--- src/hdl/cmp_edge_params.svh ---
`ifndef CMP_EDGE_PARAMS_SVH
`define CMP_EDGE_PARAMS_SVH
// Register indices; some offsets are not word multiples, so bus address is index * 4
`define REG_IDX_COMPARATOR_CONTROL   12'h1F8
`define REG_IDX_INPUT_REQUEST_ENABLE 12'h1FA
`define REG_IDX_INPUT_FILTER_SELECT  12'h1FC
`define REG_IDX_IRQ_CONTROL_SRC1     12'h200
`define REG_IDX_IRQ_CONTROL_SRC3     12'h201
`define REG_IDX_IRQ_STATUS           12'h202
`define REG_IDX_IRQ_MASK             12'h203
// Field positions
`define CHAN1_OPERATE_BIT  0
`define CHAN1_RESULT_BIT   3
`define CHAN3_OPERATE_BIT  4
`define CHAN3_RESULT_BIT   7
`define SRC0_REQ_ON_BIT    0
`define SRC0_EDGE_MODE_BIT 1
`define SRC1_REQ_ON_BIT    2
`define SRC1_EDGE_MODE_BIT 3
`define SRC3_REQ_ON_BIT    6
`define SRC3_EDGE_MODE_BIT 7
`define SRC0_FILTER_LSB    0
`define SRC1_FILTER_LSB    2
`define SRC3_FILTER_LSB    6
`define IRQC_LEVEL_LSB     0
`define IRQC_PENDING_BIT   3
`define IRQC_DIRECTION_BIT 4
// Reset values
`define REG_RESET_VALUE    8'h00
// Timing
`define DIV_EIGHT_COUNT    3'd7
`define DIV_THIRTYTWO_COUNT 5'd31
`define FILTER_AGREE_COUNT 2'd3
`endif

--- src/hdl/cmp_edge_pkg.sv ---
`default_nettype none
package cmp_edge_pkg;
    typedef enum logic [1:0]
    {
        FILT_NONE,
        FILT_F1,
        FILT_F8,
        FILT_F32
    } filter_sel_t;
    typedef logic [7:0] reg8_t;
endpackage
`default_nettype wire

--- src/hdl/cmp_edge_channel.sv ---
`include "cmp_edge_params.svh"
`default_nettype none
module cmp_edge_channel
(
    input  wire logic               clk_sys_in,
    input  wire logic               sys_rst_in,
    input  wire logic               operate_in,
    input  wire logic               raw_result_in,
    input  wire cmp_edge_pkg::filter_sel_t filter_in,
    input  wire logic               tick_f8_in,
    input  wire logic               tick_f32_in,
    input  wire logic               request_on_in,
    input  wire logic               both_edges_in,
    input  wire logic               direction_in,
    output logic                    result_out,
    output logic                    edge_out
);
    import cmp_edge_pkg::*;

    logic       sync_a;
    logic       sync_b;
    logic [1:0] agree;
    logic       cand;
    logic       level;
    logic       level_q;
    logic       next_sync_a;
    logic       next_sync_b;
    logic [1:0] next_agree;
    logic       next_cand;
    logic       next_level;
    logic       next_level_q;
    logic       tick;
    logic       src_level;
    logic       rise;
    logic       fall;

    always_comb
    begin
        next_sync_a = raw_result_in;
        next_sync_b = sync_a;
        // Disabled comparator reads 0
        src_level = sync_b & operate_in;
        case (filter_in)
            FILT_F1:  tick = 1'b1;
            FILT_F8:  tick = tick_f8_in;
            FILT_F32: tick = tick_f32_in;
            default:  tick = 1'b0;
        endcase
        next_agree = agree;
        next_cand = cand;
        next_level = level;
        if (filter_in == FILT_NONE)
        begin
            next_level = src_level;
            next_cand = src_level;
            next_agree = 2'd0;
        end
        else if (tick)
        begin
            // Three agreeing samples qualify a new level
            if (src_level != cand)
            begin
                next_cand = src_level;
                next_agree = 2'd1;
            end
            else if (agree != `FILTER_AGREE_COUNT)
            begin
                next_agree = agree + 2'd1;
            end
            if ((src_level == cand) && (agree == 2'd2))
            begin
                next_level = cand;
            end
        end
        next_level_q = level;
        rise = level & ~level_q;
        fall = ~level & level_q;
        // Single edge follows the direction bit; both edges ignore it
        edge_out = request_on_in &
            (both_edges_in ? (rise | fall) : (direction_in ? rise : fall));
        result_out = src_level;
    end

    always_ff @(posedge clk_sys_in)
    begin
        if (sys_rst_in)
        begin
            sync_a <= 1'b0;
            sync_b <= 1'b0;
            agree <= 2'd0;
            cand <= 1'b0;
            level <= 1'b0;
            level_q <= 1'b0;
        end
        else
        begin
            sync_a <= next_sync_a;
            sync_b <= next_sync_b;
            agree <= next_agree;
            cand <= next_cand;
            level <= next_level;
            level_q <= next_level_q;
        end
    end

    property p_unfiltered_follow;
        @(posedge clk_sys_in) disable iff (sys_rst_in)
        (filter_in == FILT_NONE) && $stable(filter_in) |=> (level == $past(src_level));
    endproperty
    a_unfiltered_follow: assert property (p_unfiltered_follow)
        else $error("unfiltered level does not follow result");

    property p_no_edge_when_off;
        @(posedge clk_sys_in) disable iff (sys_rst_in)
        !request_on_in |-> !edge_out;
    endproperty
    a_no_edge_when_off: assert property (p_no_edge_when_off)
        else $error("edge raised while request disabled");

    property p_f1_three_samples;
        @(posedge clk_sys_in) disable iff (sys_rst_in)
        // The whole sample window must be F1; bypass mode moves the level at once
        $changed(level) && ($past(filter_in, 1) == FILT_F1) && ($past(filter_in, 2) == FILT_F1)
            && ($past(filter_in, 3) == FILT_F1) |-> ($past(src_level, 1) == level)
            && ($past(src_level, 2) == level) && ($past(src_level, 3) == level);
    endproperty
    a_f1_three_samples: assert property (p_f1_three_samples)
        else $error("filtered level changed without three agreeing samples");

    property p_result_zero_disabled;
        @(posedge clk_sys_in) disable iff (sys_rst_in)
        !operate_in |-> !result_out;
    endproperty
    a_result_zero_disabled: assert property (p_result_zero_disabled)
        else $error("result set while channel disabled");
endmodule
`default_nettype wire

--- src/hdl/dual_comparator_edge_irq.sv ---
// Functional notes
// Per-channel operate enable at bits 0, 4
// Result flag 1 when input above reference
// Per-source request enable bits 0, 2, 6
// Edge mode bits: 0 single, 1 both
// Software clears direction before selecting both edges
// Request enable write may set pending flag
// Filter code: none, f1, f8, f32
// Filter fields at 0-1, 2-3, 6-7
// Software follows channel setup order with settling
// Matching result change raises request when enabled
// Filtered level needs three agreeing samples
// Channel shares filter, control, vector with pin
// Channels fully independent and identical; an enable write sets both pending flags
// Software writes zero to reserved control bits
// No filter: edge from synchronized result
// Result flag readable at any time
`include "cmp_edge_params.svh"
`default_nettype none
module dual_comparator_edge_irq
(
    input  wire logic        clk_sys_in,
    input  wire logic        sys_rst_in,
    input  wire logic        hsel_in,
    input  wire logic [11:0] haddr_in,
    input  wire logic [1:0]  htrans_in,
    input  wire logic        hwrite_in,
    input  wire logic [2:0]  hsize_in,
    input  wire logic [31:0] hwdata_in,
    input  wire logic        hready_in,
    output logic      [31:0] hrdata_out,
    output logic             hreadyout_out,
    output logic             hresp_out,
    input  wire logic        chan1_compare_in,
    input  wire logic        chan3_compare_in,
    output logic             chan1_operate_out,
    output logic             chan3_operate_out,
    output logic             src1_vector_req_out,
    output logic             src3_vector_req_out,
    output logic             irq_out
);
    import cmp_edge_pkg::*;

    reg8_t       comparator_control;
    reg8_t       input_request_enable;
    reg8_t       input_filter_select;
    reg8_t       irqc1;
    reg8_t       irqc3;
    logic [1:0]  irq_status;
    logic [1:0]  irq_mask;
    logic        dp_write;
    logic [11:0] dp_addr;
    logic [4:0]  div_cnt;
    reg8_t       next_comparator_control;
    reg8_t       next_input_request_enable;
    reg8_t       next_input_filter_select;
    reg8_t       next_irqc1;
    reg8_t       next_irqc3;
    logic [1:0]  next_irq_status;
    logic [1:0]  next_irq_mask;
    logic        next_dp_write;
    logic [11:0] next_dp_addr;
    logic [4:0]  next_div_cnt;
    logic        tick_f8;
    logic        tick_f32;
    logic        res1;
    logic        res3;
    logic        edge1;
    logic        edge3;
    logic        wr_en_reg;
    logic        addr_ok;
    logic [7:0]  wbyte;
    reg8_t       rd_val;

    // Prescaler: one-cycle enables at f1/8 and f1/32
    always_comb
    begin
        next_div_cnt = div_cnt + 5'd1;
        tick_f8 = (div_cnt[2:0] == `DIV_EIGHT_COUNT);
        tick_f32 = (div_cnt == `DIV_THIRTYTWO_COUNT);
    end

    cmp_edge_channel u_chan1
    (
        .clk_sys_in    (clk_sys_in),
        .sys_rst_in    (sys_rst_in),
        .operate_in    (comparator_control[`CHAN1_OPERATE_BIT]),
        .raw_result_in (chan1_compare_in),
        .filter_in     (filter_sel_t'(input_filter_select[`SRC1_FILTER_LSB +: 2])),
        .tick_f8_in    (tick_f8),
        .tick_f32_in   (tick_f32),
        .request_on_in (input_request_enable[`SRC1_REQ_ON_BIT]),
        .both_edges_in (input_request_enable[`SRC1_EDGE_MODE_BIT]),
        .direction_in  (irqc1[`IRQC_DIRECTION_BIT]),
        .result_out    (res1),
        .edge_out      (edge1)
    );

    // Identical second instance keeps the channels independent
    cmp_edge_channel u_chan3
    (
        .clk_sys_in    (clk_sys_in),
        .sys_rst_in    (sys_rst_in),
        .operate_in    (comparator_control[`CHAN3_OPERATE_BIT]),
        .raw_result_in (chan3_compare_in),
        .filter_in     (filter_sel_t'(input_filter_select[`SRC3_FILTER_LSB +: 2])),
        .tick_f8_in    (tick_f8),
        .tick_f32_in   (tick_f32),
        .request_on_in (input_request_enable[`SRC3_REQ_ON_BIT]),
        .both_edges_in (input_request_enable[`SRC3_EDGE_MODE_BIT]),
        .direction_in  (irqc3[`IRQC_DIRECTION_BIT]),
        .result_out    (res3),
        .edge_out      (edge3)
    );

    always_comb
    begin
        addr_ok = hsel_in && hready_in && htrans_in[1];
        next_dp_write = addr_ok && hwrite_in;
        next_dp_addr = addr_ok ? haddr_in : dp_addr;
        wbyte = hwdata_in[7:0];
        next_comparator_control = comparator_control;
        next_input_request_enable = input_request_enable;
        next_input_filter_select = input_filter_select;
        next_irqc1 = irqc1;
        next_irqc3 = irqc3;
        next_irq_mask = irq_mask;
        next_irq_status = irq_status;
        wr_en_reg = dp_write && (dp_addr == (`REG_IDX_INPUT_REQUEST_ENABLE << 2));
        if (dp_write)
        begin
            case (dp_addr)
                (`REG_IDX_COMPARATOR_CONTROL << 2):
                    next_comparator_control = wbyte & 8'h11;
                (`REG_IDX_INPUT_REQUEST_ENABLE << 2):
                    next_input_request_enable = wbyte & 8'hCF;
                (`REG_IDX_INPUT_FILTER_SELECT << 2):
                    next_input_filter_select = wbyte & 8'hCF;
                (`REG_IDX_IRQ_CONTROL_SRC1 << 2):
                    next_irqc1 = wbyte & 8'h1F;
                (`REG_IDX_IRQ_CONTROL_SRC3 << 2):
                    next_irqc3 = wbyte & 8'h1F;
                (`REG_IDX_IRQ_STATUS << 2):
                    next_irq_status = irq_status & ~wbyte[1:0];
                (`REG_IDX_IRQ_MASK << 2):
                    next_irq_mask = wbyte[1:0];
                default:
                    next_irq_mask = irq_mask;
            endcase
        end
        // Rewriting the enable register can itself look like an edge
        if (edge1 || wr_en_reg)
        begin
            next_irqc1[`IRQC_PENDING_BIT] = 1'b1;
        end
        if (edge3 || wr_en_reg)
        begin
            next_irqc3[`IRQC_PENDING_BIT] = 1'b1;
        end
        // Set wins over a same-cycle clear
        next_irq_status = next_irq_status | {edge3, edge1};
        case (dp_addr)
            (`REG_IDX_COMPARATOR_CONTROL << 2):
                rd_val = {res3, 2'b00, comparator_control[4], res1, 2'b00,
                          comparator_control[0]};
            (`REG_IDX_INPUT_REQUEST_ENABLE << 2): rd_val = input_request_enable;
            (`REG_IDX_INPUT_FILTER_SELECT << 2):  rd_val = input_filter_select;
            (`REG_IDX_IRQ_CONTROL_SRC1 << 2):     rd_val = irqc1;
            (`REG_IDX_IRQ_CONTROL_SRC3 << 2):     rd_val = irqc3;
            (`REG_IDX_IRQ_STATUS << 2):           rd_val = {6'd0, irq_status};
            (`REG_IDX_IRQ_MASK << 2):             rd_val = {6'd0, irq_mask};
            default:                              rd_val = 8'h00;
        endcase
        hrdata_out = {24'h000000, rd_val};
        hreadyout_out = 1'b1;
        hresp_out = 1'b0;
        chan1_operate_out = comparator_control[`CHAN1_OPERATE_BIT];
        chan3_operate_out = comparator_control[`CHAN3_OPERATE_BIT];
        src1_vector_req_out = irqc1[`IRQC_PENDING_BIT];
        src3_vector_req_out = irqc3[`IRQC_PENDING_BIT];
        irq_out = |(irq_status & irq_mask);
    end

    always_ff @(posedge clk_sys_in)
    begin
        if (sys_rst_in)
        begin
            comparator_control <= `REG_RESET_VALUE;
            input_request_enable <= `REG_RESET_VALUE;
            input_filter_select <= `REG_RESET_VALUE;
            irqc1 <= `REG_RESET_VALUE;
            irqc3 <= `REG_RESET_VALUE;
            irq_status <= 2'b00;
            irq_mask <= 2'b00;
            dp_write <= 1'b0;
            dp_addr <= 12'h000;
            div_cnt <= 5'd0;
        end
        else
        begin
            comparator_control <= next_comparator_control;
            input_request_enable <= next_input_request_enable;
            input_filter_select <= next_input_filter_select;
            irqc1 <= next_irqc1;
            irqc3 <= next_irqc3;
            irq_status <= next_irq_status;
            irq_mask <= next_irq_mask;
            dp_write <= next_dp_write;
            dp_addr <= next_dp_addr;
            div_cnt <= next_div_cnt;
        end
    end

    property p_edge_sets_pending;
        @(posedge clk_sys_in) disable iff (sys_rst_in)
        edge1 |=> irqc1[`IRQC_PENDING_BIT] && irq_status[0];
    endproperty
    a_edge_sets_pending: assert property (p_edge_sets_pending)
        else $error("edge on channel 1 did not set pending");

    property p_enable_write_pending;
        @(posedge clk_sys_in) disable iff (sys_rst_in)
        wr_en_reg |=> irqc3[`IRQC_PENDING_BIT];
    endproperty
    a_enable_write_pending: assert property (p_enable_write_pending)
        else $error("enable write did not set pending");

    property p_reserved_zero;
        @(posedge clk_sys_in) disable iff (sys_rst_in)
        (input_filter_select[5:4] == 2'b00) && (comparator_control[3:1] == 3'b000);
    endproperty
    a_reserved_zero: assert property (p_reserved_zero)
        else $error("reserved bits held ones");

    property p_operate_write;
        @(posedge clk_sys_in) disable iff (sys_rst_in)
        dp_write && (dp_addr == (`REG_IDX_COMPARATOR_CONTROL << 2))
            |=> comparator_control[4] == $past(hwdata_in[4]);
    endproperty
    a_operate_write: assert property (p_operate_write)
        else $error("channel 3 enable not written");

    property p_f8_tick_spacing;
        @(posedge clk_sys_in) disable iff (sys_rst_in)
        tick_f8 |=> !tick_f8 [*7] ##1 tick_f8;
    endproperty
    a_f8_tick_spacing: assert property (p_f8_tick_spacing)
        else $error("f8 sampling enable spacing wrong");

    // Status set wins over a clear, so an unmasked edge must raise the line
    property p_irq_level;
        @(posedge clk_sys_in) disable iff (sys_rst_in)
        edge1 ##1 irq_mask[0] |-> irq_out;
    endproperty
    a_irq_level: assert property (p_irq_level)
        else $error("interrupt output mismatch");
endmodule
`default_nettype wire

--- config.mk ---
export PLATFORM = sky130hd
export DESIGN_NAME = dual_comparator_edge_irq
export DESIGN_NICKNAME = d
export VERILOG_FILES = /design/src/hdl/cmp_edge_pkg.sv /design/src/hdl/cmp_edge_channel.sv /design/src/hdl/dual_comparator_edge_irq.sv
export VERILOG_INCLUDE_DIRS = /design/src /design/src/hdl
export SDC_FILE = /design/constraint.sdc
export NUM_CORES = 1
export LEC_CHECK = 0
export BUFFER_PORTS_ARGS = -buffer_cell sky130_fd_sc_hd__buf_4
export CAP_MARGIN = 20
export CORE_ASPECT_RATIO = 0.6
export CORE_MARGIN = 5
export CORE_UTILIZATION = 39
export DETAILED_ROUTE_END_ITERATION = 16
export HOLD_SLACK_MARGIN = 0.12
export PLACE_DENSITY_LB_ADDON = 0.1
export RECOVER_POWER = 25
export SKIP_CTS_REPAIR_TIMING = 1
export SLEW_MARGIN = 15
export SYNTH_ARGS = -nofsm -noshare
export SYNTH_HDL_FRONTEND = slang
export SYNTH_SLANG_ARGS = --single-unit
--- constraint.sdc ---
create_clock -name clk_sys_in -period 2.2 [get_ports clk_sys_in]
set_input_delay 0.44 -clock clk_sys_in [delete_from_list [all_inputs] [get_ports clk_sys_in]]
set_output_delay 0.44 -clock clk_sys_in [all_outputs]
set_load 0.005 [all_outputs]
# --- After elaboration in Yosys (flattened, before gate mapping) ---
# Index checks and enable logic that the tools add are counted.
classes:
  n_eq_ne: 23
  n_addsub: 3
  div_mod_pow: 0
  n_reduce_logical: 39
  n_bitwise: 18
  n_lt_le_gt_ge: 0
  n_mux: 31
  n_mul: 0
  shift: 0
ops:
  columns: ["op", "count"]
  rows:
  - ["$pmux 8 s7", 1]
  - ["$eq 12x12->1 const B", 4]
  - ["$eq 12x11->1 const B", 3]
  - ["$reduce_and 2->1", 14]
  - ["$reduce_bool 2->1", 12]
  - ["$mux 1", 18]
  - ["$mux 4", 4]
  - ["$eq 2x2->1 const B", 6]
  - ["$mux 2", 6]
  - ["$and 1x1->1", 8]
  - ["$logic_and 1x1->1", 6]
  - ["$pmux 1 s3", 2]
  - ["$reduce_or 2->1", 3]
  - ["$add 5x1->5 const B", 1]
  - ["$eq 5x5->1 const B", 1]
  - ["$add 2x1->2 const B", 2]
  - ["$and 2x2->2", 2]
  - ["$eq 2x1->1 const B", 2]
  - ["$logic_not 2->1", 2]
  - ["$ne 2x2->1 const B", 2]
  - ["$not 1->1", 4]
  - ["$eq 3x3->1 const B", 1]
  - ["$eq 1x1->1", 2]
  - ["$logic_or 1x1->1", 2]
  - ["other kinds (4)", 6]
word_totals:
  reg_bits: 60
  ram_bits: 0
  inputBits: 56
  n_memories: 0
  rom_bits: 0
  out_inout_bits: 39
  latch_bits: 0
  elab_cells: 138

# --- Logic depth before layout (Yosys ltp) ---
# Gate-level depths: netlist of run 1.
logic_depth:
  word_depth: 8
  ltp_mapped: 7
  depth_no_buf: 7

# --- By module ---
# Synthesis of run 1 repeated with hierarchy kept, for this count alone.
unflattened:
  hier_cells: 347
  area_unflattened_um2: 3095.5
modules_own_cells:
  columns: ["module", "instances", "area_each_um2", "cells_each", "seq_area_each_um2"]
  rows:
  - ["dual_comparator_edge_irq", 1, 2287.2, 259, 920.9]
  - ["cmp_edge_channel", 2, 404.1, 44, 140.1]

# --- Worst setup path before layout of run 1 ---
# Ideal clock, no wire load.
synth_timing:
  path_kind: "flip-flop to output port"
  start: "reg dp_addr[2]"
  end: "out hrdata_out[1]"
  stages_incl_launch_ff: 6
  n_path_buf: 1
  path_slack_ns: 0.058
  required_ns: 1.760
  t_arrival_ns: 1.702
  path_cell_list: "dfxtp_1 clkbuf_1 nor4b_1 nor4b_1 a22oi_1 nand2_1"
synth_between:
  elab_chain_len: 2
  word_cells_on_any_way: 8
  cone_classes: "7 x eq/ne; 1 x mux"
synth_lines:
  columns: ["item", "line_no", "text"]
  rows:
  - ["start: declaration", "dual_comparator_edge_irq.sv:52", "logic [11:0] dp_addr;"]
  - ["start signal: assignment", "dual_comparator_edge_irq.sv:209", "dp_addr <= next_dp_addr;"]
  - ["$eq 12x12->1 or $eq 12x11->1 (tied branches)", "dual_comparator_edge_irq.sv:162", "case (dp_addr)"]
  - ["$pmux 8 s7 (*)", "dual_comparator_edge_irq.sv:162", null]
  - ["end: declaration", "dual_comparator_edge_irq.sv:31", "output logic [31:0] hrdata_out,"]
# Mark *: on every way between the ends. The rest lies on a longest branch, timed or not.

# --- Final worst setup path of run 1 ---
layout_timing:
  start: "reg dp_addr[0]"
  end: "out hrdata_out[3]"
# The elaborated chain is that of the path after synthesis.

==> results of run 1 <==
layout by cell type, fill, tap and decap left out, types with 7 or more instances in the layout:
master	instances
buf_4	57
nand2_1	43
inv_1	11
mux2i_1	22
ha_1	9
nor2b_1	7
conb_1	27
clkbuf_16	9
nor2_1	27
dfxtp_1	58
nand3_1	11
a21oi_1	27
o21ai_0	9
area by class of cell:
type | count | area share (%)
multi-input combinational | 265 | 45.5
sequential | 60 | 31.7
timing repair buffer | 59 | 11.7
clock buffer | 12 | 6.49
tap | 108 | 3.56
inverter | 11 | 1.09
worst paths after layout:
check,from,to,slack (ns),depth (start not counted)
worst min register to register,div_cnt[0],div_cnt[0],0.43,1
worst min-delay path,chan3_compare_in,u_chan3.next_sync_b,0.33,2
worst max-delay path,dp_addr[0],hrdata_out[3],-0.26,6
worst max register to register,div_cnt[1],u_chan1.agree[1],0.07,7
synthesized netlist by cell type, types with 3 or more instances:
master	number
o211ai_1	4
nor2_1	27
mux2_2	3
o21ai_0	10
nor3b_1	3
and3_1	5
nand4_1	3
nor4b_1	3
ha_1	11
nor4_1	4
nand3b_1	3
a22o_1	3
mux2i_1	22
a21oi_1	27
o22ai_1	3
clkbuf_1	11
inv_1	11
nand2_1	45
o31ai_1	6
or3_1	3
and3b_1	3
nor2b_1	7
buf_4	29
a211oi_1	5
nand3_1	12
dfxtp_1	60
a31oi_1	4
power groups by stage:
stage	Combinational [mW]	Clock, mW	Sequential, mW
floorplan	0.110	0	1.13
global placement	0.141	0	1.14
detailed placement	0.142	0	1.14
CTS	0.143	1.24	1.12
global route	0.165	1.29	1.12
finish	0.149	1.21	1.12
worst max-delay path, delay by kind of cell, from the launching register on:
family / cells / cell delay (ns)
compound gates: 1 / 0.12
simple gates: 3 / 0.92
buf+inv: 2 / 0.33
flops: 1 / 0.33
layer usage:
metal  wire length [µm]  vias up  global-route usage (%)
met5                  0        -                       0
met2               2990       79                    21.1
li1                   -     1295                       -
met1               4260     1182                    25.5
met4                 76        0                    5.09
met3                624        8                    5.85
logic make-up after synthesis:
| kind of cell | after synthesis | synth area share, % |
|---|---|---|
| buffers and inverters | 54 | 10.9 |
| DFF | 60 | 38.9 |
| and+or+nand+nor | 131 | 21.9 |
| muxes | 27 | 9.69 |
| other | 2 | 0.243 |
| AOI/OAI and AO/OA | 68 | 13.6 |
| adders and majority gates | 11 | 4.46 |
| xor gates and xnor gates | 1 | 0.284 |
flip-flops by register name, indices dropped and copies added, names as in the netlist, 2 cells and up:
| name | count |
|---|---|
| dp_addr | 12 |
| input_filter_select | 6 |
| input_request_enable | 6 |
| div_cnt | 5 |
| irqc1 | 5 |
| irqc3 | 5 |
| comparator_control | 2 |
| irq_mask | 2 |
| irq_status | 2 |
| u_chan1.agree | 2 |
| u_chan3.agree | 2 |
metrics by stage:
step	std cells	TNS, ns	setup slack (ns)	power [mW]	util (%)
3_5_place_dp	503	0	0.0158	1.28	44.5
2_1_floorplan	379	0	0.0583	1.24	-
5_1_grt	515	-1.85	-0.311	2.58	48.7
6_report	515	-1.27	-0.258	2.48	48.7
3_3_place_gp	503	0	0.0621	1.28	44.5
4_1_cts	515	-1.72	-0.299	2.50	47.6
==> results.py, run 1 <==
metrics = {
    "outcome": {
        "outcome": "complete, but fails checks",
        "violations": "negative setup slack",
    },
    "logic_synthesis": {
        "netlist.area_leader.share_pct": 38.9,
        "yosysSeqAreaShare_pct": 38.9,
        "ys_ff_latch": 60,
        "synth_area_per_cell_um2": 8.72,
        "synth-edff-count": 0,
        "syn_area_mm2": 0.00309,
        "synth_cells": 354,
        "yosys_warnings": 0,
        "synthFlopType": "dfxtp_1",
        "ys_types": 45,
        "synthArstFlopShare_pct": 0,
        "synth.top_cells.by_area": "dfxtp_1 (39%), mux2i_1 (7.1%), buf_4 (7.1%)",
        "yosysTopAreaCell": "dfxtp_1",
    },
    "clocking": {
        "insertion_delay_ns": 0.33,
        "htreeDepth": 3,
        "cts_tree": "done",
        "clkTransAtPathRegs_ns": 0.05,
        "numCtsBuffers": 9,
        "clockRootBuffer": "clkbuf_16",
        "cts_sinks": 60,
        "clk_path_buf_depth": 2,
    },
    "worst_setup_path": {
        "max_stage_delay_ns": 0.56,
        "start_kind": "register",
        "crit_slowest_cell": "or4_4",
        "critPathMaxFanout": 7,
        "critPathKind": "register to output pin",
        "crit_arrival_ns": 2.02,
        "worstPathRequired_ns": 1.76,
        "crit_chain": "or4_4 > nor4_4 > buf_6 > nand2_2 > o211ai_1 > buf_4",
        "endpoint_kind": "output pin",
    },
    "pwr": {
        "p_sw_share_pct": 21.9,
        "p_seq_share_pct": 45.2,
        "vdd_ir_drop_max_mv": 0.412,
        "intPower_mw": 1.94,
        "pwr-share-clk_pct": 48.8,
        "p_per_area_mw_per_mm2": 653,
        "p_switching_uw": 542,
        "comb_power_share_pct": 6.0,
        "leakage_nw": 1.58,
    },
    "drt": {
        "ant_nets": 0,
        "wire_per_inst_um": 15.5,
        "first_pass_iters": 4,
        "route.detailed.drc": 0,
        "routed_wl_um": 7960,
        "vias": 2564,
        "drt_iter0_drc": 194,
        "vias_per_cell": 4.98,
    },
    "grt": {
        "antenna_found_initial": 0,
        "grt_util_all_layers_pct": 16.6,
        "grt_pass1_wl_um": 12800,
        "grt_max_degree": 61,
        "grt_pass1_vias": 2399,
        "grt.overflow.total": 0,
    },
    "place": {
        "gp_congestion": 0.875,
        "io_buffers": 38,
        "hpwlAfterDp_um": 5800,
        "place_area_mm2": 0.00346,
    },
    "die": {
        "die_x_um": 125,
        "placementRows": 25,
        "core-area_mm2": 0.00779,
        "io_pins": 95,
        "dieArea_mm2": 0.00985,
        "dieHeight_um": 78.9,
        "start_util_pct": 39.6,
    },
    "timing": {
        "tightest_slew_ns": 1.27,
        "rsz0062_at_grt": "yes",
        "fin_crit_sh_pct": 112,
        "fmax_mhz": 407,
        "setup_slack_ns": -0.258,
        "fin_crit_ns": 2.46,
        "holdWs_ns": 0.329,
        "finClkSkew_ns": 0.00553,
        "final_max_slew_viol_count": 0,
        "slew_headroom_pct": 15.4,
        "finalHoldViolations": 0,
        "setup_viol": 6,
    },
    "job": {
        "drv_cap": 0,
    },
    "final_layout": {
        "multi_input_area_mm2": 0.00173,
        "regArea_mm2": 0.00120,
        "fillerInstances": 766,
        "diodes": 0,
        "drive_gt1_share_pct": 23.8,
        "nets": 473,
        "final_cell_area_mm2": 0.00380,
        "areaGrowthSynthToFinish_pct": 23.0,
    },
    "worst_hold_path": {
        "hp-class": "input pin to register",
    },
}
No activity file was read; power rests on OpenSTA's default activity.
==> run 2: changes to the inputs <==
--- a/config.mk
+++ b/config.mk
@@ -8,9 +8,11 @@
 export LEC_CHECK = 0
 export BUFFER_PORTS_ARGS = -buffer_cell sky130_fd_sc_hd__buf_4
 export CAP_MARGIN = 20
+export CELL_PAD_IN_SITES_DETAIL_PLACEMENT = 1
+export CELL_PAD_IN_SITES_GLOBAL_PLACEMENT = 1
 export CORE_ASPECT_RATIO = 0.6
 export CORE_MARGIN = 5
-export CORE_UTILIZATION = 39
+export CORE_UTILIZATION = 34
 export DETAILED_ROUTE_END_ITERATION = 16
 export HOLD_SLACK_MARGIN = 0.12
 export PLACE_DENSITY_LB_ADDON = 0.1
==> run 2 against run 1 <==
Critical path type unchanged. Cell area rose by 3.1%. Sequential power hardly changed. The run still ends with negative setup slack left. Register-to-register slack better by 0.02 ns. Clock-buffer cell count is 1 higher. Largest power group unchanged.
==> results.py, run 2 (synthesized netlist as in run 1, its figures left out) <==
metrics = {
    "outcome": {
        "outcome": "complete, but fails checks",
        "violations": "negative setup slack",
    },
    "worst_setup_path": {
        "endpoint_kind": "output pin",
        "crit_arrival_ns": 2.08,
        "crit_chain": "or4_4 > nor4_4 > buf_4 > nand2_2 > o211ai_1 > buf_4",
        "critPathMostFrequentCell": "buf_4",
        "start_kind": "register",
        "crit_slowest_cell": "or4_4",
        "worstPathRequired_ns": 1.76,
        "critPathKind": "register to output pin",
        "max_stage_delay_ns": 0.56,
        "critPathMaxFanout": 4,
    },
    "final_layout": {
        "largest_reg_flops": 12,
        "diodes": 0,
        "nets": 480,
        "final_cells": 529,
        "fin_util_pct": 45.1,
        "drive_gt1_share_pct": 26.4,
        "areaGrowthSynthToFinish_pct": 26.8,
        "final_cell_mix": "buf_4 (63), dfxtp_1 (55), nand2_1 (43)",
        "max_flop_register": "dp_addr",
        "top_regs": "dp_addr (12), input_filter_select (6), input_request_enable (6)",
        "final_common_cell": "buf_4",
        "final_cell_area_mm2": 0.00392,
    },
    "timing": {
        "tightest_slew_ns": 1.29,
        "finalHoldViolations": 0,
        "finClkSkew_ns": 0.00453,
        "fin_crit_ns": 2.52,
        "slew_headroom_pct": 13.8,
        "fin_crit_sh_pct": 115,
        "fmax_mhz": 397,
        "rsz0062_at_grt": "yes",
        "setup_slack_ns": -0.319,
        "final_max_slew_viol_count": 0,
        "holdWs_ns": 0.319,
        "setup_viol": 7,
    },
    "grt": {
        "grt_util_all_layers_pct": 17.0,
        "antenna_found_initial": 0,
        "grt.overflow.total": 0,
        "grt_pass1_wl_um": 14600,
        "grt_max_degree": 61,
        "grt_pass1_vias": 2631,
    },
    "die": {
        "io_pins": 95,
        "die_x_um": 133,
        "dieHeight_um": 83.8,
        "dieArea_mm2": 0.0111,
        "core-area_mm2": 0.00869,
        "start_util_pct": 35.5,
        "placementRows": 26,
    },
    "pwr": {
        "leakage_nw": 1.64,
        "vdd_ir_drop_max_mv": 0.383,
        "p_per_area_mw_per_mm2": 677,
    },
    "drt": {
        "drt_iter0_drc": 104,
        "first_pass_iters": 4,
        "route.detailed.drc": 0,
        "routed_wl_um": 9310,
        "vias_per_cell": 5.07,
        "wire_per_inst_um": 17.6,
        "vias": 2682,
        "ant_nets": 0,
    },
    "worst_hold_path": {
        "hp-class": "input pin to register",
    },
    "place": {
        "dp_cells": 511,
        "place_area_mm2": 0.00350,
        "hpwlAfterDp_um": 6880,
        "gp_congestion": 0.827,
        "io_buffers": 38,
        "pre_cts_slack_ns": -0.0201,
    },
    "clocking": {
        "cts_tree": "done",
        "insertion_delay_ns": 0.33,
        "clk_path_buf_depth": 2,
        "clkTransAtPathRegs_ns": 0.05,
        "clockRootBuffer": "clkbuf_16",
        "numCtsBuffers": 9,
        "htreeDepth": 3,
        "cts_sinks": 60,
    },
    "job": {
        "drv_cap": 0,
    },
}
## run 2: final cells by class
cell class | instances | area (µm²)
Timing Repair Buffer | 66 | 500
Clock inverter | 2 | 35.0
Clock buffer | 13 | 250
Multi-Input combinational cell | 265 | 1740
Inverter | 11 | 41.3
Fill cell | 1013 | 4770
Sequential cell | 60 | 1210
Tap cell | 112 | 140
## run 2: worst paths after layout
| kind | cells past startpoint | end | start | slack (ns) |
|---|---|---|---|---|
| max reg2reg | 5 | input_filter_select[6] | dp_addr[1] | 0.09 |
| min reg2reg | 1 | div_cnt[0] | div_cnt[0] | 0.43 |
| max | 6 | hrdata_out[3] | dp_addr[1] | -0.32 |
| min | 2 | u_chan1.next_sync_b | chan1_compare_in | 0.32 |
## run 2: where the power goes
| group | switching, mW | internal, mW | total (mW) |
|---|---|---|---|
| combinational | 0.0876 | 0.0681 | 0.156 |
| clock | 0.478 | 0.899 | 1.38 |
| sequential | 0.0136 | 1.11 | 1.12 |
## run 2: through the flow
step / TNS, ns / power, mW
finish: -1.65 / 2.65
global route: -2.12 / 2.75
CTS: -1.93 / 2.67
detailed placement: -0.0201 / 1.29
global placement: 0 / 1.28
floorplan: 0 / 1.24
## run 2: critical path: cells and delay by family, from the launching register on
kind                   cells  cell delay, ns
and+or+nand+nor            3            0.94
buffers and inverters      2            0.36
DFF                        1            0.32
AOI/OAI and AO/OA          1            0.13
## run 2: layer usage
layer / GRT usage [%] / share of wire, % / vias up
li1: - / - / 1307
met1: 25.0 / 51 / 1280
met2: 22.5 / 41 / 85
met3: 6.08 / 7.4 / 10
met4: 5.38 / 1.2 / 0
met5: 0 / 0 / -
==> run 3: changes to the inputs <==
--- a/config.mk
+++ b/config.mk
@@ -6,16 +6,16 @@
 export SDC_FILE = /design/constraint.sdc
 export NUM_CORES = 1
 export LEC_CHECK = 0
+export ABC_AREA = 1
 export BUFFER_PORTS_ARGS = -buffer_cell sky130_fd_sc_hd__buf_4
-export CAP_MARGIN = 20
 export CELL_PAD_IN_SITES_DETAIL_PLACEMENT = 1
 export CELL_PAD_IN_SITES_GLOBAL_PLACEMENT = 1
 export CORE_ASPECT_RATIO = 0.6
 export CORE_MARGIN = 5
-export CORE_UTILIZATION = 34
+export CORE_UTILIZATION = 33
 export DETAILED_ROUTE_END_ITERATION = 16
 export HOLD_SLACK_MARGIN = 0.12
-export PLACE_DENSITY_LB_ADDON = 0.1
+export PLACE_DENSITY = 0.88
 export RECOVER_POWER = 25
 export SKIP_CTS_REPAIR_TIMING = 1
 export SLEW_MARGIN = 15
==> run 3 against run 2 <==
The flow now finishes without violations. Synthesized area is 4.3% higher. Sequential share of layout area is 0.059 points lower. Hold slack worse by 0.0075 ns. First-iteration DRC count is 75% higher. Routed wire length is 3.5% higher. Total power is 9.0% higher. Core utilization is 3.3 points lower. Register-to-register slack better by 0.45 ns. Worst setup slack better by 0.34 ns. Final cell count is 17% higher. Critical path type unchanged. Critical endpoint unchanged. Highest routed layer unchanged.
==> results.py, run 3 <==
metrics = {
    "logic_synthesis": {
        "netlist.area_leader.share_pct": 37.3,
        "synth_area_per_cell_um2": 7.26,
        "synthArstFlopShare_pct": 0,
        "ys_ff_latch": 60,
        "synth.top_cells.by_area": "dfxtp_1 (37%), nor2_1 (7.7%), nand2_1 (6.8%)",
        "synthFlopType": "dfxtp_1",
        "yosys_warnings": 0,
        "ys_types": 36,
        "synth_common_cells": "nor2_1 (66), dfxtp_1 (60), nand2_1 (58), inv_1 (54), o21ai_0 (42)",
        "yosysSeqAreaShare_pct": 37.3,
        "synth_cells": 443,
        "synth-edff-count": 0,
        "yosysMostFrequentCell": "nor2_1",
        "syn_area_mm2": 0.00322,
        "yosysTopAreaCell": "dfxtp_1",
    },
    "worst_setup_path": {
        "startpoint": "dp_addr[8]",
        "worstPathRequired_ns": 1.76,
        "endpoint_kind": "output pin",
        "crit_buf_inv": 3,
        "r2r_slack_ns": 0.54,
        "crit_slowest_cell": "dfxtp_1",
        "timing.rr.end": "u_chan3.cand",
        "reg2reg_from": "div_cnt[0]",
        "max_stage_delay_ns": 0.34,
        "crit_arrival_ns": 1.74,
        "crit_end": "hrdata_out[3]",
        "crit_chain": "nor2_1 > nand3_2 > nor2_8 > buf_4 > nand3_1 > nand2_1 > inv_1 > nand2_1 > buf_4",
        "crit_family": "simple AND/OR/NAND/NOR gates",
        "cp.depth": 9,
        "critPathMaxFanout": 6,
        "critPathKind": "register to output pin",
        "start_kind": "register",
        "worstRegToRegCells": 10,
    },
    "timing": {
        "setup_viol": 0,
        "fmax_mhz": 458,
        "fin_crit_sh_pct": 99.2,
        "tightest_slew_ns": 1.01,
        "fin_crit_ns": 2.18,
        "finalHoldViolations": 0,
        "rsz0062_at_grt": "yes",
        "slew_headroom_pct": 32.5,
        "final_max_slew_viol_count": 0,
        "setup_slack_ns": 0.0176,
        "finClkSkew_ns": 0.00476,
    },
    "worst_hold_path": {
        "hp-class": "input pin to register",
        "hold_depth": 3,
    },
    "pwr": {
        "p_per_area_mw_per_mm2": 740,
        "vdd_ir_drop_max_mv": 0.379,
        "leakage_nw": 1.69,
    },
    "die": {
        "die_x_um": 137,
        "dieHeight_um": 86.5,
        "placementRows": 27,
        "io_pins": 95,
        "core-area_mm2": 0.00936,
        "dieArea_mm2": 0.0119,
        "start_util_pct": 34.4,
    },
    "final_layout": {
        "drive_gt1_share_pct": 19.6,
        "nets": 552,
        "top_regs": "dp_addr (12), input_filter_select (6), input_request_enable (6)",
        "final_common_cell": "nor2_1",
        "largest_reg_flops": 12,
        "final_cell_mix": "nor2_1 (64), dfxtp_1 (59), nand2_1 (57)",
        "fillerInstances": 1193,
        "final_cells": 620,
        "areaGrowthSynthToFinish_pct": 21.4,
        "diodes": 0,
        "max_flop_register": "dp_addr",
    },
    "drt": {
        "top_layer_used": "met4",
        "vias_per_cell": 4.78,
        "first_pass_iters": 4,
        "route.detailed.drc": 0,
        "wire_per_inst_um": 15.5,
        "ant_nets": 0,
        "drt_iter0_drc": 182,
        "vias": 2966,
        "routedLengthMet1_um": 4280,
        "wl_met3_um": 597,
        "wl_met2_um": 4530,
        "routed_wl_um": 9630,
    },
    "place": {
        "gp_congestion": 0.905,
        "dp_cells": 602,
        "pre_cts_slack_ns": 0.353,
        "io_buffers": 38,
        "hpwlAfterDp_um": 7330,
    },
    "clocking": {
        "numCtsBuffers": 9,
        "cts_sinks": 60,
        "clk_path_buf_depth": 2,
        "insertion_delay_ns": 0.34,
        "clkTransAtPathRegs_ns": 0.05,
        "cts_tree": "done",
        "clockRootBuffer": "clkbuf_16",
        "htreeDepth": 3,
    },
    "grt": {
        "grt_pass1_vias": 3042,
        "grt_max_degree": 26,
        "grt_util_all_layers_pct": 16.6,
        "antenna_found_initial": 0,
        "grt.overflow.total": 0,
        "grt_pass1_wl_um": 15000,
    },
    "job": {
        "drv_cap": 0,
    },
    "outcome": {
        "outcome": "complete, no violations",
    },
}
run 3: worst reg2reg max path, cell delays in order, from the launching register on:
cell and delay (ns):
dfxtp_1 0.32, ha_1 0.22, nand2_1 0.06, nor2_1 0.04
ha_1 0.17, inv_1 0.11, nand3_1 0.12, nand2_1 0.15
nand2_1 0.11, o21ai_0 0.18, a21oi_1 0.07
run 3: how the worst min path moves through the flow:
stage | end | startpoint | slack (ns)
final | u_chan1.next_sync_b | chan1_compare_in | 0.31
after global routing | u_chan3.next_sync_b | chan3_compare_in | 0.33
after CTS | u_chan1.next_sync_b | chan1_compare_in | 0.30
after detailed placement | u_chan1.sync_b | u_chan1.next_sync_b | 0.40
after global placement | u_chan1.sync_b | u_chan1.next_sync_b | 0.40
after floorplan | u_chan1.sync_b | u_chan1.next_sync_b | 0.39
run 3: final cells by class:
type	count	area, µm²	area share, %
multi-input cells	310	1640	42.0
flip-flops and latches	60	1200	30.8
repair buffers	43	332	8.49
clock buffers	12	267	6.82
inverters	61	234	5.99
well taps	130	163	4.16
clock inverters	4	70.1	1.79
run 3: power breakdown:
part / switching [mW] / internal [mW] / leakage [nW] / total [mW]
Clock: 0.509 / 1.08 / 0.169 / 1.59
Combinational: 0.116 / 0.0631 / 1.04 / 0.179
Sequential: 0.0141 / 1.11 / 0.487 / 1.12
Total: 0.639 / 2.25 / 1.69 / 2.89
run 3: logic make-up after synthesis:
kind of cell | synth area share [%]
other | 0.233
AOI/OAI and AO/OA | 13.4
adders and majority gates | 4.28
and+or+nand+nor | 28.8
buffers and inverters | 15.4
xor gates and xnor gates | 0.544
DFF | 37.3
run 3: stage by stage:
step	cell area [µm²]	util [%]	hold WS [ns]	TNS (ns)	power, mW
after floorplan	3310	-	0.388	0	1.28
after global placement	3530	37.7	0.395	0	1.30
after detailed placement	3530	37.7	0.402	0	1.32
after CTS	3870	41.3	0.304	-0.0381	2.91
after global routing	3910	41.7	0.327	-0.279	2.98
final	3910	41.7	0.312	0	2.89
run 3: layer usage:
layer | up-vias | GRT usage, %
met4 | 0 | 5.98
met3 | 23 | 5.22
li1 | 1452 | -
met2 | 71 | 27.3
met1 | 1420 | 20.5
met5 | - | 0
